**config.mk**
```make
export PLATFORM = sky130hd
export DESIGN_NAME = slotb_frontend_cfg
export DESIGN_NICKNAME = d
export VERILOG_FILES = /design/src/design/slotb_cfg_pkg.sv /design/src/design/polarity_if.sv /design/src/design/slotb_frontend_cfg.sv /design/src/design/pulse_polarity_seq.sv
export SDC_FILE = /design/constraint.sdc
export NUM_CORES = 1
export LEC_CHECK = 0
export BUFFER_PORTS_ARGS = -buffer_cell sky130_fd_sc_hd__buf_2
export CAP_MARGIN = 20
export CORE_ASPECT_RATIO = 1.75
export CORE_MARGIN = 2
export CORE_UTILIZATION = 53
export DETAILED_ROUTE_END_ITERATION = 8
export PLACE_DENSITY = 0.87
export SLEW_MARGIN = 20
export SYNTH_ARGS = -nofsm -noshare
export SYNTH_HDL_FRONTEND = slang
export SYNTH_SLANG_ARGS = --single-unit
```
**constraint.sdc**
```tcl
create_clock -name mclk -period 3.2 [get_ports mclk]
set_input_delay 0.48 -clock mclk [delete_from_list [all_inputs] [get_ports mclk]]
set_output_delay 0.48 -clock mclk [all_outputs]
set_load 0.1 [all_outputs]
```
**src/design/slotb_cfg_pkg.sv**
```systemverilog
/*
 * Constants for the second-slot front end configuration bank:
 * register offsets, field positions, reset values and path words.
 * Assumes a 16-bit register word and an 8-bit register address.
 */
`default_nettype none

package slotb_cfg_pkg;

  // ****************************************
  // Register offsets
  // ****************************************
  localparam logic [7:0] OFS_POLARITY_ORDER = 8'h1d;
  localparam logic [7:0] OFS_WINDOW_TIMING  = 8'h3b;
  localparam logic [7:0] OFS_AMP_OPTIONS    = 8'h44;
  localparam logic [7:0] OFS_PATH_SELECT    = 8'h45;

  // ****************************************
  // Field positions
  // ****************************************
  localparam int ORDER_MSB   = 3;
  localparam int WIDTH_MSB   = 15;
  localparam int WIDTH_LSB   = 11;
  localparam int OFFSET_MSB  = 10;
  localparam int MODE_MSB    = 15;
  localparam int MODE_LSB    = 10;
  localparam int BUFGAIN_BIT = 9;
  localparam int INTBUF_BIT  = 7;
  localparam int INDEN_BIT   = 6;
  localparam int VREF_MSB    = 5;
  localparam int VREF_LSB    = 4;
  localparam int GAIN_MSB    = 1;

  // ****************************************
  // Field reset values
  // ****************************************
  localparam logic [3:0]  RST_ORDER  = 4'h0;
  localparam logic [4:0]  RST_WIDTH  = 5'h04;
  localparam logic [10:0] RST_OFFSET = 11'h017;
  localparam logic [5:0]  RST_MODE   = 6'h07;
  localparam logic [1:0]  RST_VREF   = 2'h3;
  localparam logic [1:0]  RST_RSVD32 = 2'h2;
  localparam logic [1:0]  RST_GAIN   = 2'h0;

  // ****************************************
  // Signal path words
  // ****************************************
  localparam logic [15:0] PATH_FULL_ANALOG = 16'hada5;
  localparam logic [15:0] PATH_AMP_ADC_BUF = 16'hae65;
  localparam logic [15:0] PATH_AMP_ADC_DIR = 16'hb065;

  // Decoded path selection
  typedef enum logic [1:0] {
    PM_FULL_ANALOG = 2'b00,
    PM_AMP_ADC_BUF = 2'b01,
    PM_AMP_ADC_DIR = 2'b10,
    PM_RESERVED    = 2'b11
  } path_mode_t;

endpackage : slotb_cfg_pkg

`default_nettype wire

```
**src/design/polarity_if.sv**
```systemverilog
/*
 * Link between the register bank and the pulse polarity sequencer.
 * Assumes both ends run on the same clock.
 */
`default_nettype none

interface polarity_if;
  logic [3:0] order;       // Polarity bit per pulse
  logic       pulse_done;  // One-cycle end-of-pulse strobe
  logic       reverse;     // Polarity of the current pulse
  logic [1:0] index;       // Current pulse, 0 = pulse 1

  modport seq (input order, input pulse_done, output reverse, output index);
  modport ctl (output order, output pulse_done, input reverse, input index);
endinterface : polarity_if

`default_nettype wire

```
**src/design/slotb_frontend_cfg.sv**
```systemverilog
/*
 * Second-slot front end configuration bank: four 16-bit registers
 * behind a plain strobe port, with decoded control outputs for the
 * analog front end and a pulse polarity sequencer.
 * Assumes register port, pulse strobe and the external gain inputs
 * all come from logic on mclk.
 */
// Decided for this implementation: the plain strobed port.
`default_nettype none

// How it works
// Order bit n sets pulse n+1 polarity
// Polarity pattern repeats after pulse four
// Bit 0 normal, 1 reversed; reset zero
// Window width bits 15:11, reset 4
// Window offset bits 10:0, reset 0x17
// Bit 9 picks buffer gain 1 or 0.7
// Bit 7 turns integrator into buffer
// Individual gains: channel 1 here, others external
// Otherwise one gain for all channels
// Reference select bits 5:4, reset 3
// Amplifier gain code 0..3, reset 0
// Path word resets to full analog
// Software sets buffer bits before buffered path
// Direct path word with buffer bit clear
// Software writes recommended values, no reserved words
// Fields reset to defaults, reads side-effect free
module slotb_frontend_cfg
  import slotb_cfg_pkg::*;
(
  input  wire logic        mclk,
  input  wire logic        reset,
  input  wire logic [7:0]  reg_addr,
  input  wire logic [15:0] reg_wdata,
  input  wire logic        reg_wr,
  input  wire logic        reg_rd,
  output logic      [15:0] reg_rdata,
  input  wire logic        pulse_done,
  input  wire logic [5:0]  ext_ch_gain,
  input  wire logic        ext_aux_buf_en,
  output logic             integ_reverse,
  output logic      [1:0]  pulse_index,
  output logic      [4:0]  window_width,
  output logic      [10:0] window_offset,
  output logic      [5:0]  frontend_mode_field,
  output logic             buffer_gain_select,
  output logic             integrator_buffer_enable,
  output logic             per_channel_gain_enable,
  output logic      [1:0]  amp_reference_select,
  output logic      [7:0]  ch_gain,
  output logic      [15:0] signal_path_select,
  output logic      [1:0]  path_mode,
  output logic             path_config_ok
);

  // ****************************************
  // State
  // ****************************************

  typedef struct packed {
    // Stored register words
    logic [15:0] order_reg;
    logic [15:0] timing_reg;
    logic [15:0] amp_reg;
    logic [15:0] path_reg;
    // Read port and derived outputs
    logic [15:0] rdata;
    logic [7:0]  gains;
    path_mode_t  mode;
    logic        ok;
  } cfg_state_t;

  cfg_state_t state_ff;
  cfg_state_t nxt_state;

  polarity_if pol ();

  // ****************************************
  // Helpers
  // ****************************************

  // Gain code for one channel, 0 = channel 1
  function automatic logic [1:0] chan_gain(
    input logic       ind_en,
    input logic [1:0] common,
    input logic [5:0] ext,
    input logic [1:0] ch
  );
    logic [1:0] g;
    g = common;
    if (ind_en && ch != 2'd0) begin
      g = ext[2*(ch-2'd1) +: 2];
    end
    return g;
  endfunction : chan_gain

  // Classify a path word
  function automatic path_mode_t decode_path(
    input logic [15:0] word
  );
    path_mode_t m;
    m = PM_RESERVED;
    if (word == PATH_FULL_ANALOG) begin
      m = PM_FULL_ANALOG;
    end else if (word == PATH_AMP_ADC_BUF) begin
      m = PM_AMP_ADC_BUF;
    end else if (word == PATH_AMP_ADC_DIR) begin
      m = PM_AMP_ADC_DIR;
    end
    return m;
  endfunction : decode_path

  // Register selected by an address, shared by write and read
  typedef enum logic [2:0] {
    SEL_ORDER  = 3'b000,
    SEL_TIMING = 3'b001,
    SEL_AMP    = 3'b010,
    SEL_PATH   = 3'b011,
    SEL_NONE   = 3'b100
  } reg_sel_t;

  // Exact address compare; anything else is unmapped
  function automatic reg_sel_t decode_addr(
    input logic [7:0] addr
  );
    reg_sel_t s;
    s = SEL_NONE;
    if (addr == OFS_POLARITY_ORDER) begin
      s = SEL_ORDER;
    end else if (addr == OFS_WINDOW_TIMING) begin
      s = SEL_TIMING;
    end else if (addr == OFS_AMP_OPTIONS) begin
      s = SEL_AMP;
    end else if (addr == OFS_PATH_SELECT) begin
      s = SEL_PATH;
    end
    return s;
  endfunction : decode_addr

  // Reset word of each register
  localparam logic [15:0] RST_ORDER_REG = {12'h000, RST_ORDER};
  localparam logic [15:0] RST_TIMING_REG = {RST_WIDTH, RST_OFFSET};
  localparam logic [15:0] RST_AMP_REG = {
    RST_MODE,    // Mode field 15:10
    1'b0,        // Buffer gain unity
    1'b0,        // Reserved bit 8
    1'b0,        // Integrator in normal use
    1'b0,        // One gain for all channels
    RST_VREF,    // Reference level code
    RST_RSVD32,  // Reserved bits 3:2
    RST_GAIN     // Amplifier gain code
  };

  // ****************************************
  // Next-state logic
  // ****************************************

  always_comb begin
    nxt_state = state_ff;
    nxt_state.rdata = 16'h0000;

    // Register writes, all bits stored
    if (reg_wr) begin
      unique case (decode_addr(reg_addr))
        SEL_ORDER: begin
          nxt_state.order_reg = reg_wdata;
        end
        SEL_TIMING: begin
          nxt_state.timing_reg = reg_wdata;
        end
        SEL_AMP: begin
          nxt_state.amp_reg = reg_wdata;
        end
        SEL_PATH: begin
          nxt_state.path_reg = reg_wdata;
        end
        default: begin
          // Unmapped address, write dropped
          nxt_state.rdata = 16'h0000;
        end
      endcase
    end

    // plain readback
    if (reg_rd) begin
      unique case (decode_addr(reg_addr))
        SEL_ORDER: begin
          nxt_state.rdata = state_ff.order_reg;
        end
        SEL_TIMING: begin
          nxt_state.rdata = state_ff.timing_reg;
        end
        SEL_AMP: begin
          nxt_state.rdata = state_ff.amp_reg;
        end
        SEL_PATH: begin
          nxt_state.rdata = state_ff.path_reg;
        end
        default: begin
          nxt_state.rdata = 16'h0000;
        end
      endcase
    end

    // individual channel gains
    // common gain fallback
    // two-bit gain code
    for (int c = 0; c < 4; c++) begin
      nxt_state.gains[2*c +: 2] = chan_gain(
        nxt_state.amp_reg[INDEN_BIT],
        nxt_state.amp_reg[GAIN_MSB:0],
        ext_ch_gain,
        2'(c)
      );
    end

    // Path decode from the stored word
    nxt_state.mode = decode_path(nxt_state.path_reg);

    // direct path check
    // buffered path prerequisites
    unique case (nxt_state.mode)
      PM_FULL_ANALOG: begin
        nxt_state.ok = 1'b1;
      end
      PM_AMP_ADC_BUF: begin
        nxt_state.ok = nxt_state.amp_reg[INTBUF_BIT] & ext_aux_buf_en;
      end
      PM_AMP_ADC_DIR: begin
        nxt_state.ok = ~nxt_state.amp_reg[INTBUF_BIT];
      end
      PM_RESERVED: begin
        nxt_state.ok = 1'b0;
      end
    endcase
  end

  // ****************************************
  // State register
  // ****************************************

  always_ff @(posedge mclk) begin
    if (reset) begin
      // order resets to zero
      state_ff.order_reg <= RST_ORDER_REG;
      // width reset 4
      // offset reset 0x17
      state_ff.timing_reg <= RST_TIMING_REG;
      // reference reset 3
      state_ff.amp_reg <= RST_AMP_REG;
      // full analog path
      state_ff.path_reg <= PATH_FULL_ANALOG;
      // Read port idle
      state_ff.rdata <= 16'h0000;
      // gain code reset 0
      state_ff.gains <= {4{RST_GAIN}};
      // Decode of the reset path word
      state_ff.mode <= PM_FULL_ANALOG;
      state_ff.ok <= 1'b1;
    end else begin
      state_ff <= nxt_state;
    end
  end

  // ****************************************
  // Polarity sequencer
  // ****************************************

  // order field feeds sequencer
  assign pol.order      = state_ff.order_reg[ORDER_MSB:0];
  assign pol.pulse_done = pulse_done;

  pulse_polarity_seq u_seq (
    .mclk  (mclk),
    .reset (reset),
    .pol   (pol.seq)
  );

  // ****************************************
  // Outputs
  // ****************************************

  // Register port readback
  assign reg_rdata = state_ff.rdata;

  // Pulse polarity, flops inside sequencer
  assign integ_reverse = pol.reverse;
  assign pulse_index   = pol.index;

  // width in 1 us units
  assign window_width = state_ff.timing_reg[WIDTH_MSB:WIDTH_LSB];
  // offset in 31.25 ns units
  assign window_offset = state_ff.timing_reg[OFFSET_MSB:0];

  // Amplifier option fields
  assign frontend_mode_field = state_ff.amp_reg[MODE_MSB:MODE_LSB];
  // buffer gain select
  assign buffer_gain_select = state_ff.amp_reg[BUFGAIN_BIT];
  // integrator as buffer
  assign integrator_buffer_enable = state_ff.amp_reg[INTBUF_BIT];
  // per-channel gain enable
  assign per_channel_gain_enable = state_ff.amp_reg[INDEN_BIT];
  // reference level code
  assign amp_reference_select = state_ff.amp_reg[VREF_MSB:VREF_LSB];

  // Per-channel gains, channel 1 in low bits
  assign ch_gain = state_ff.gains;

  // Path word and its decode
  // Reserved words are kept as written; the PM_RESERVED decode and
  // the cleared flag below tell the front end not to act on them
  assign signal_path_select = state_ff.path_reg;
  assign path_mode          = state_ff.mode;
  assign path_config_ok     = state_ff.ok;

endmodule : slotb_frontend_cfg

`default_nettype wire

```
**src/design/pulse_polarity_seq.sv**
```systemverilog
/*
 * Steps through a four-pulse group and presents the integration
 * polarity of the current pulse. Assumes pulse_done is a one-cycle
 * strobe on mclk.
 */
`default_nettype none

module pulse_polarity_seq
  import slotb_cfg_pkg::*;
(
  input  wire logic mclk,
  input  wire logic reset,
  polarity_if.seq   pol
);

  typedef struct packed {
    logic [1:0] idx;
    logic       rev;
  } seq_state_t;

  seq_state_t state_ff;
  seq_state_t nxt_state;

  // Advance pulse index, wrap after pulse 4
  always_comb begin
    nxt_state = state_ff;
    // wrap to pulse 1
    if (pol.pulse_done) begin
      nxt_state.idx = state_ff.idx + 2'd1;
    end
    // bit per pulse
    // 1 means reversed
    nxt_state.rev = pol.order[nxt_state.idx];
  end

  // State register
  always_ff @(posedge mclk) begin
    if (reset) begin
      state_ff <= '0;
    end else begin
      state_ff <= nxt_state;
    end
  end

  assign pol.reverse = state_ff.rev;
  assign pol.index   = state_ff.idx;

endmodule : pulse_polarity_seq

`default_nettype wire

```
==> results of run 1 <==
==> cells by family (layout without fill, tap and decap cells) <==
family	after synthesis	in the layout
buffers and inverters	92	139
multiplexers	34	34
AO/OA/AOI/OAI	68	68
AND/OR/NAND/NOR	194	194
flip-flops	92	92
XOR/XNOR	2	2
==> power groups by stage <==
stage	clock network (µW)	registers [µW]	logic, µW
final	1040	1160	152
after global routing	1090	1160	160
after CTS	1050	1160	150
after detailed placement	0	1180	150
after global placement	0	1180	146
after floorplan	0	1210	62.6
==> routing by layer <==
metal  vias to the layer above  track usage [%]
li1                       1694                -
met1                      1755             29.6
met2                       223             42.6
met3                        42             5.87
met4                         0             14.3
met5                         -                0
==> worst max-delay path, stage by stage <==
cell	delay [ps]
sky130_fd_sc_hd__buf_2	440
sky130_fd_sc_hd__nand4b_1	370
sky130_fd_sc_hd__nor3_2	260
sky130_fd_sc_hd__buf_4	240
sky130_fd_sc_hd__nand2_1	400
sky130_fd_sc_hd__nand2_1	210
sky130_fd_sc_hd__a21oi_1	80
==> Yosys cell counts (2+ instances only) <==
cell	n
sky130_fd_sc_hd__nor4b_1	2
sky130_fd_sc_hd__nand2b_1	2
sky130_fd_sc_hd__clkbuf_1	19
sky130_fd_sc_hd__nand4b_1	5
sky130_fd_sc_hd__mux2_2	17
sky130_fd_sc_hd__dfxtp_1	92
sky130_fd_sc_hd__a222oi_1	16
sky130_fd_sc_hd__or3b_2	4
sky130_fd_sc_hd__nor2_1	32
sky130_fd_sc_hd__buf_2	2
sky130_fd_sc_hd__a22o_1	6
sky130_fd_sc_hd__a21oi_1	38
sky130_fd_sc_hd__or4bb_1	2
sky130_fd_sc_hd__nor4_1	4
sky130_fd_sc_hd__o21ai_0	2
sky130_fd_sc_hd__buf_4	66
sky130_fd_sc_hd__nor3_1	2
sky130_fd_sc_hd__mux2i_1	17
sky130_fd_sc_hd__buf_1	3
sky130_fd_sc_hd__nand2_1	109
sky130_fd_sc_hd__inv_1	2
sky130_fd_sc_hd__nand3_1	16
==> area by class of cell <==
cell class | count | area, µm²
flip-flops and latches | 92 | 1840
repair buffers | 122 | 646
inverters | 2 | 7.51
well taps | 90 | 113
fillers | 656 | 3120
clock buffers | 13 | 250
clock inverters | 2 | 35.0
multi-input cells | 298 | 1790
==> metrics by stage <==
stage	total power [µW]	setup slack, ps
final	2340	909
after detailed placement	1330	613
after CTS	2350	964
after floorplan	1270	670
after global routing	2400	802
after global placement	1330	689
==> worst paths after layout <==
kind | endpoint | slack (ps) | cells after the start
setup / recovery | state_ff[87] | 910 | 7
hold / removal | ch_gain[2] | 360 | 2
setup reg to reg | path_config_ok | 1340 | 5
hold reg to reg | state_ff[90] | 460 | 2
==> impl_metrics.yaml, run 1 <==
outcome:
  outcome: "completed"
route:
  route.top_layer_used: "met4"
  metal1_wirelength_mm: 4.07
  route.antenna.remaining_nets: 0
  route.vias.total: 3714
  via_per_inst: 6.00
  detailroute.wirelength.met3_um: 924
  post-route-drc-count: 0
  postRouteWirelength_mm: 11.2
  drt-pass1-iter-count: 6
  routed_length_per_placed_instance_um: 18.1
  routed_met2_length_mm: 5.75
  dr.first_iter.drc_count: 453
logic_synthesis:
  syn-instance-count: 482
  synthesis.area_mm2: 0.00420
  synth.avg_cell_area_um2: 8.72
  seq_area_frac_synth_pct: 43.8
  dominantRegCellSynth: "sky130_fd_sc_hd__dfxtp_1"
  synth.top_cell.area_share_pct: 43.8
  synth_area_leaders: "sky130_fd_sc_hd__dfxtp_1 (44%), sky130_fd_sc_hd__buf_4 (12%), sky130_fd_sc_hd__nand2_1 (9.7%)"
  post-synth-top-area-cell: "sky130_fd_sc_hd__dfxtp_1"
  synth.area.mux_share_pct: 8.60
  synth_area_in_adders_pct: 0
  synth_cell_types: 46
  dominant_combinational_cell_family_by_area_after_synthesis: "simple AND/OR/NAND/NOR gates"
  yosys.area_share.xor_xnor_pct: 0.417
  simple_gate_portion_of_the_synthesized_area_pct: 22.1
  synth-edff-count: 0
  synth_compound_gate_area_share_pct: 11.0
  asyncSetResetFlopFracSynth_pct: 0
  yosysWarningCount: 0
  synth.ff_latch_count: 92
  syn_nets: 518
timing:
  setup-tns-final_ps: 0
  period_needed_ps: 2290
  slew_violations: 0
  slew-limit-headroom_pct: 54.7
  transition_at_the_pin_with_the_smallest_max_transition_slack_ps: 661
  finalCritPeriodShare_pct: 71.6
  fin_skew_ps: 4.77
  grt_setup_unrepaired: "no"
  setup_viol: 0
  final-hold-violation-count: 0
  achievable-frequency_mhz: 436
  worst_hold_slack_ps: 359
clock_network:
  numCtsBuffers: 9
  cts_buffer_depth: 2
  postCtsSetupBuffers: 0
  htree_levels: 3
  numClockSinks: 92
  cts_tree: "built"
  ctsResizeCount: 0
  cts.root.buffer_cell: "sky130_fd_sc_hd__clkbuf_16"
  clock_insertion_delay_worst_skew_ps: 340
  holdBufCountCts: 0
  cts.clk_slew.worst_paths_ps: 60
min_path:
  worst_hold_path_type: "in2reg"
  hold_start: "ext_ch_gain[0]"
pwr:
  share_seq_of_total_power_pct: 49.3
  share_clk_of_total_power_pct: 44.2
  total_leakage_power_uw: 0.00194
  p_comb_share_pct: 6.5
  switching_power_uw: 528
  p_sw_share_pct: 22.5
  vdd_drop_max_uv: 260
  p_int_uw: 1820
  cellPowerDensity_mw_per_mm2: 501
floorplan:
  core_region_area_mm2: 0.00780
  initial_utilization_pct: 53.9
  fp.dieArea_mm2: 0.00869
  io_pins: 109
  fp.dieH_um: 122
  chipWidth_um: 71.3
  num_rows: 43
placement:
  detailedPlacementHpwl_mm: 7.72
  placedInstanceArea_mm2: 0.00440
  place.gp.congestion: 0.865
  placed_cells_incl_taps: 604
  numPortBuffers: 108
setup_path:
  worstReg2RegStart: "signal_path_select[5]"
  critical_path.startpoint_type: "input pin"
  timing.critical_path.required_ps: 3400
  critPathKind: "in2reg"
  crit_arrival_ps: 2490
  worst_setup_path_startpoint: "reg_addr[0]"
  critPathCaptureType: "register"
  crit_fanout: 21
final_layout:
  utilization_pct: 60.0
  largest_reg_flops: 17
  post_route_cells_drive_above_1_share_pct: 30.6
  syn_to_final_growth_pct: 11.4
  regMostFlops: "state_ff"
  number_of_standard_cells_in_the_final_layout_excluding_fillers: 619
  diodes: 0
  layout_commonest_cell: "sky130_fd_sc_hd__nand2_1"
  mostFrequentLayoutCells: "sky130_fd_sc_hd__nand2_1 (109), sky130_fd_sc_hd__buf_2 (108), sky130_fd_sc_hd__dfxtp_1 (92)"
  finalInstanceArea_mm2: 0.00468
  finalNetCount: 561
global_route:
  antenna_found_initial: 0
  gr-total-overflow: 0
  maximum_number_of_pins_on_one_net_before_global_route_repair: 48
  grt_pass1_vias: 3509
  grt.total_usage_pct: 25.5
  global_route_wire_length_before_repair_mm: 17.3
run:
  maxCapViolCount: 0
Power figures use the tool's default switching activity.
==> run 2: changes to the inputs <==
==> constraint.sdc (replaced) <==
create_clock -name mclk -period 2.2 [get_ports mclk]
set_input_delay 0.33 -clock mclk [delete_from_list [all_inputs] [get_ports mclk]]
set_output_delay 0.33 -clock mclk [all_outputs]
set_load 0.1 [all_outputs]
==> impl_metrics.yaml, run 2 (synthesized netlist as in run 1, its figures left out) <==
setup_path:
  crit_path_cell_trace: "buf_2, or4b_4, nor4_4, mux2i_1, and4b_1, a211o_1"
  worstReg2RegStart: "signal_path_select[5]"
  setup.reg_to_reg.worst_slack_ps: 380
  critical_path.startpoint_type: "input pin"
  timing.critical_path.required_ps: 2430
  slowest_delay_ps: 560
  critPathCaptureType: "register"
  crit_fanout: 4
  crit_arrival_ps: 2080
  rr_worst_depth: 5
  crit_slowest_cell: "sky130_fd_sc_hd__or4b_4"
  critPathKind: "in2reg"
  worstReg2RegEnd: "path_config_ok"
final_layout:
  multiInputGateArea_mm2: 0.00181
  area.sequential_mm2: 0.00184
  number_of_standard_cells_in_the_final_layout_excluding_fillers: 631
  regMostFlops: "state_ff"
  layout_commonest_cell: "sky130_fd_sc_hd__nand2_1"
  largest_reg_flops: 17
  diodes: 0
  utilization_pct: 61.1
  finalNetCount: 573
  layout.filler_cells: 640
  post_route_cells_drive_above_1_share_pct: 32.5
  finalInstanceArea_mm2: 0.00477
  mostFrequentLayoutCells: "sky130_fd_sc_hd__nand2_1 (109), sky130_fd_sc_hd__buf_2 (108), sky130_fd_sc_hd__dfxtp_1 (92)"
  syn_to_final_growth_pct: 13.4
pwr:
  p_sw_share_pct: 23.6
  cellPowerDensity_mw_per_mm2: 686
  share_clk_of_total_power_pct: 41.5
  total_leakage_power_uw: 0.00199
  switching_power_uw: 771
  vdd_drop_max_uv: 532
  share_seq_of_total_power_pct: 51.5
  finalPower_uw: 3270
  p_int_uw: 2500
  p_comb_share_pct: 7.0
route:
  metal1_wirelength_mm: 4.06
  route.antenna.remaining_nets: 0
  route.vias.total: 3766
  drt-pass1-iter-count: 8
  detailroute.wirelength.met3_um: 832
  routed_length_per_placed_instance_um: 17.5
  routed_met2_length_mm: 5.80
  dr.first_iter.drc_count: 501
  route.top_layer_used: "met4"
  postRouteWirelength_mm: 11.0
  post-route-drc-count: 0
  via_per_inst: 5.97
global_route:
  maximum_number_of_pins_on_one_net_before_global_route_repair: 27
  grt.total_usage_pct: 25.4
  global_route_wire_length_before_repair_mm: 17.2
  gr-total-overflow: 0
  grt_pass1_vias: 3558
  antenna_found_initial: 0
floorplan:
  fp.dieH_um: 122
  initial_utilization_pct: 53.9
  core_region_area_mm2: 0.00780
  io_pins: 109
  num_rows: 43
  fp.dieArea_mm2: 0.00869
  chipWidth_um: 71.3
timing:
  period_needed_ps: 1850
  slew-limit-headroom_pct: 64.3
  finalCritPeriodShare_pct: 83.9
  setup_viol: 0
  slew_violations: 0
  achievable-frequency_mhz: 542
  final-hold-violation-count: 0
  worst_setup_slack_final_ps: 354
  fin_skew_ps: 4.24
  grt_setup_unrepaired: "no"
  transition_at_the_pin_with_the_smallest_max_transition_slack_ps: 528
clock_network:
  numCtsBuffers: 9
  postCtsSetupBuffers: 0
  htree_levels: 3
  cts.root.buffer_cell: "sky130_fd_sc_hd__clkbuf_16"
  holdBufCountCts: 0
  cts.clk_slew.worst_paths_ps: 60
  numClockSinks: 92
  ctsResizeCount: 0
  clock_insertion_delay_worst_skew_ps: 340
  cts_tree: "built"
  cts_buffer_depth: 2
placement:
  numPortBuffers: 108
  place.gp.congestion: 0.883
  placed_cells_incl_taps: 616
  placedInstanceArea_mm2: 0.00452
  detailedPlacementHpwl_mm: 8.02
  dp_slack_ps: 8.23
outcome:
  outcome: "completed"
run:
  maxCapViolCount: 0
min_path:
  hold_start: "ext_ch_gain[4]"
  holdPathStages: 2
  worst_hold_path_type: "in2reg"
  worst_hold_path.endpoint: "ch_gain[6]"
==> run 2: cell types whose count changed in the layout (fill, tap and decap cells not counted) <==
cell	change
sky130_fd_sc_hd__clkbuf_8	-1
sky130_fd_sc_hd__buf_4	+11
sky130_fd_sc_hd__or4b_4	+1
sky130_fd_sc_hd__bufinv_16	-1
sky130_fd_sc_hd__or4b_1	-1
sky130_fd_sc_hd__buf_12	+1
sky130_fd_sc_hd__mux2i_4	+1
sky130_fd_sc_hd__mux2i_1	-1
sky130_fd_sc_hd__clkinv_2	+2
==> run 2: layout make-up <==
class                           instances  area share, %
Clock buffer                           12           4.96
Tap cell                               90           2.36
Clock inverter                          3          0.315
Multi-Input combinational cell        298           37.9
Inverter                                2          0.157
Timing Repair Buffer                  134           15.7
Sequential cell                        92           38.6
==> run 2: layer usage <==
layer / up-vias / global-route usage [%]
li1: 1721 / -
met1: 1794 / 28.9
met2: 213 / 43.9
met3: 38 / 5.62
met4: 0 / 13.1
met5: - / 0
==> run 2: through the flow <==
stage          setup TNS [ps]  hold WS, ps
4_1_cts                     0          195
5_1_grt                     0          211
6_report                    0          200
3_3_place_gp                0          442
3_5_place_dp                0          454
2_1_floorplan            -150          415
==> run 2: worst max-delay path, delay by kind of cell <==
family	cells	cell delay (ps)
multiplexers	1	270
AO/OA/AOI/OAI	1	270
buffers and inverters	1	110
AND/OR/NAND/NOR	3	1100
==> run 2: worst max-delay path by stage <==
stage / from / to
finish: reg_addr[7] / path_config_ok
global route: signal_path_select[5] / path_config_ok
CTS: reg_addr[7] / ch_gain[6]
detailed placement: reg_addr[7] / path_config_ok
global placement: reg_addr[7] / ch_gain[3]
floorplan: reg_addr[7] / path_config_ok
==> run 2: power by group through the flow <==
stage | clock [µW] | sequential, µW | combinational (µW)
after global placement | 0 | 1720 | 220
after detailed placement | 0 | 1720 | 223
final | 1360 | 1680 | 228
after CTS | 1360 | 1680 | 225
after floorplan | 0 | 1760 | 91.7
after global routing | 1430 | 1680 | 240
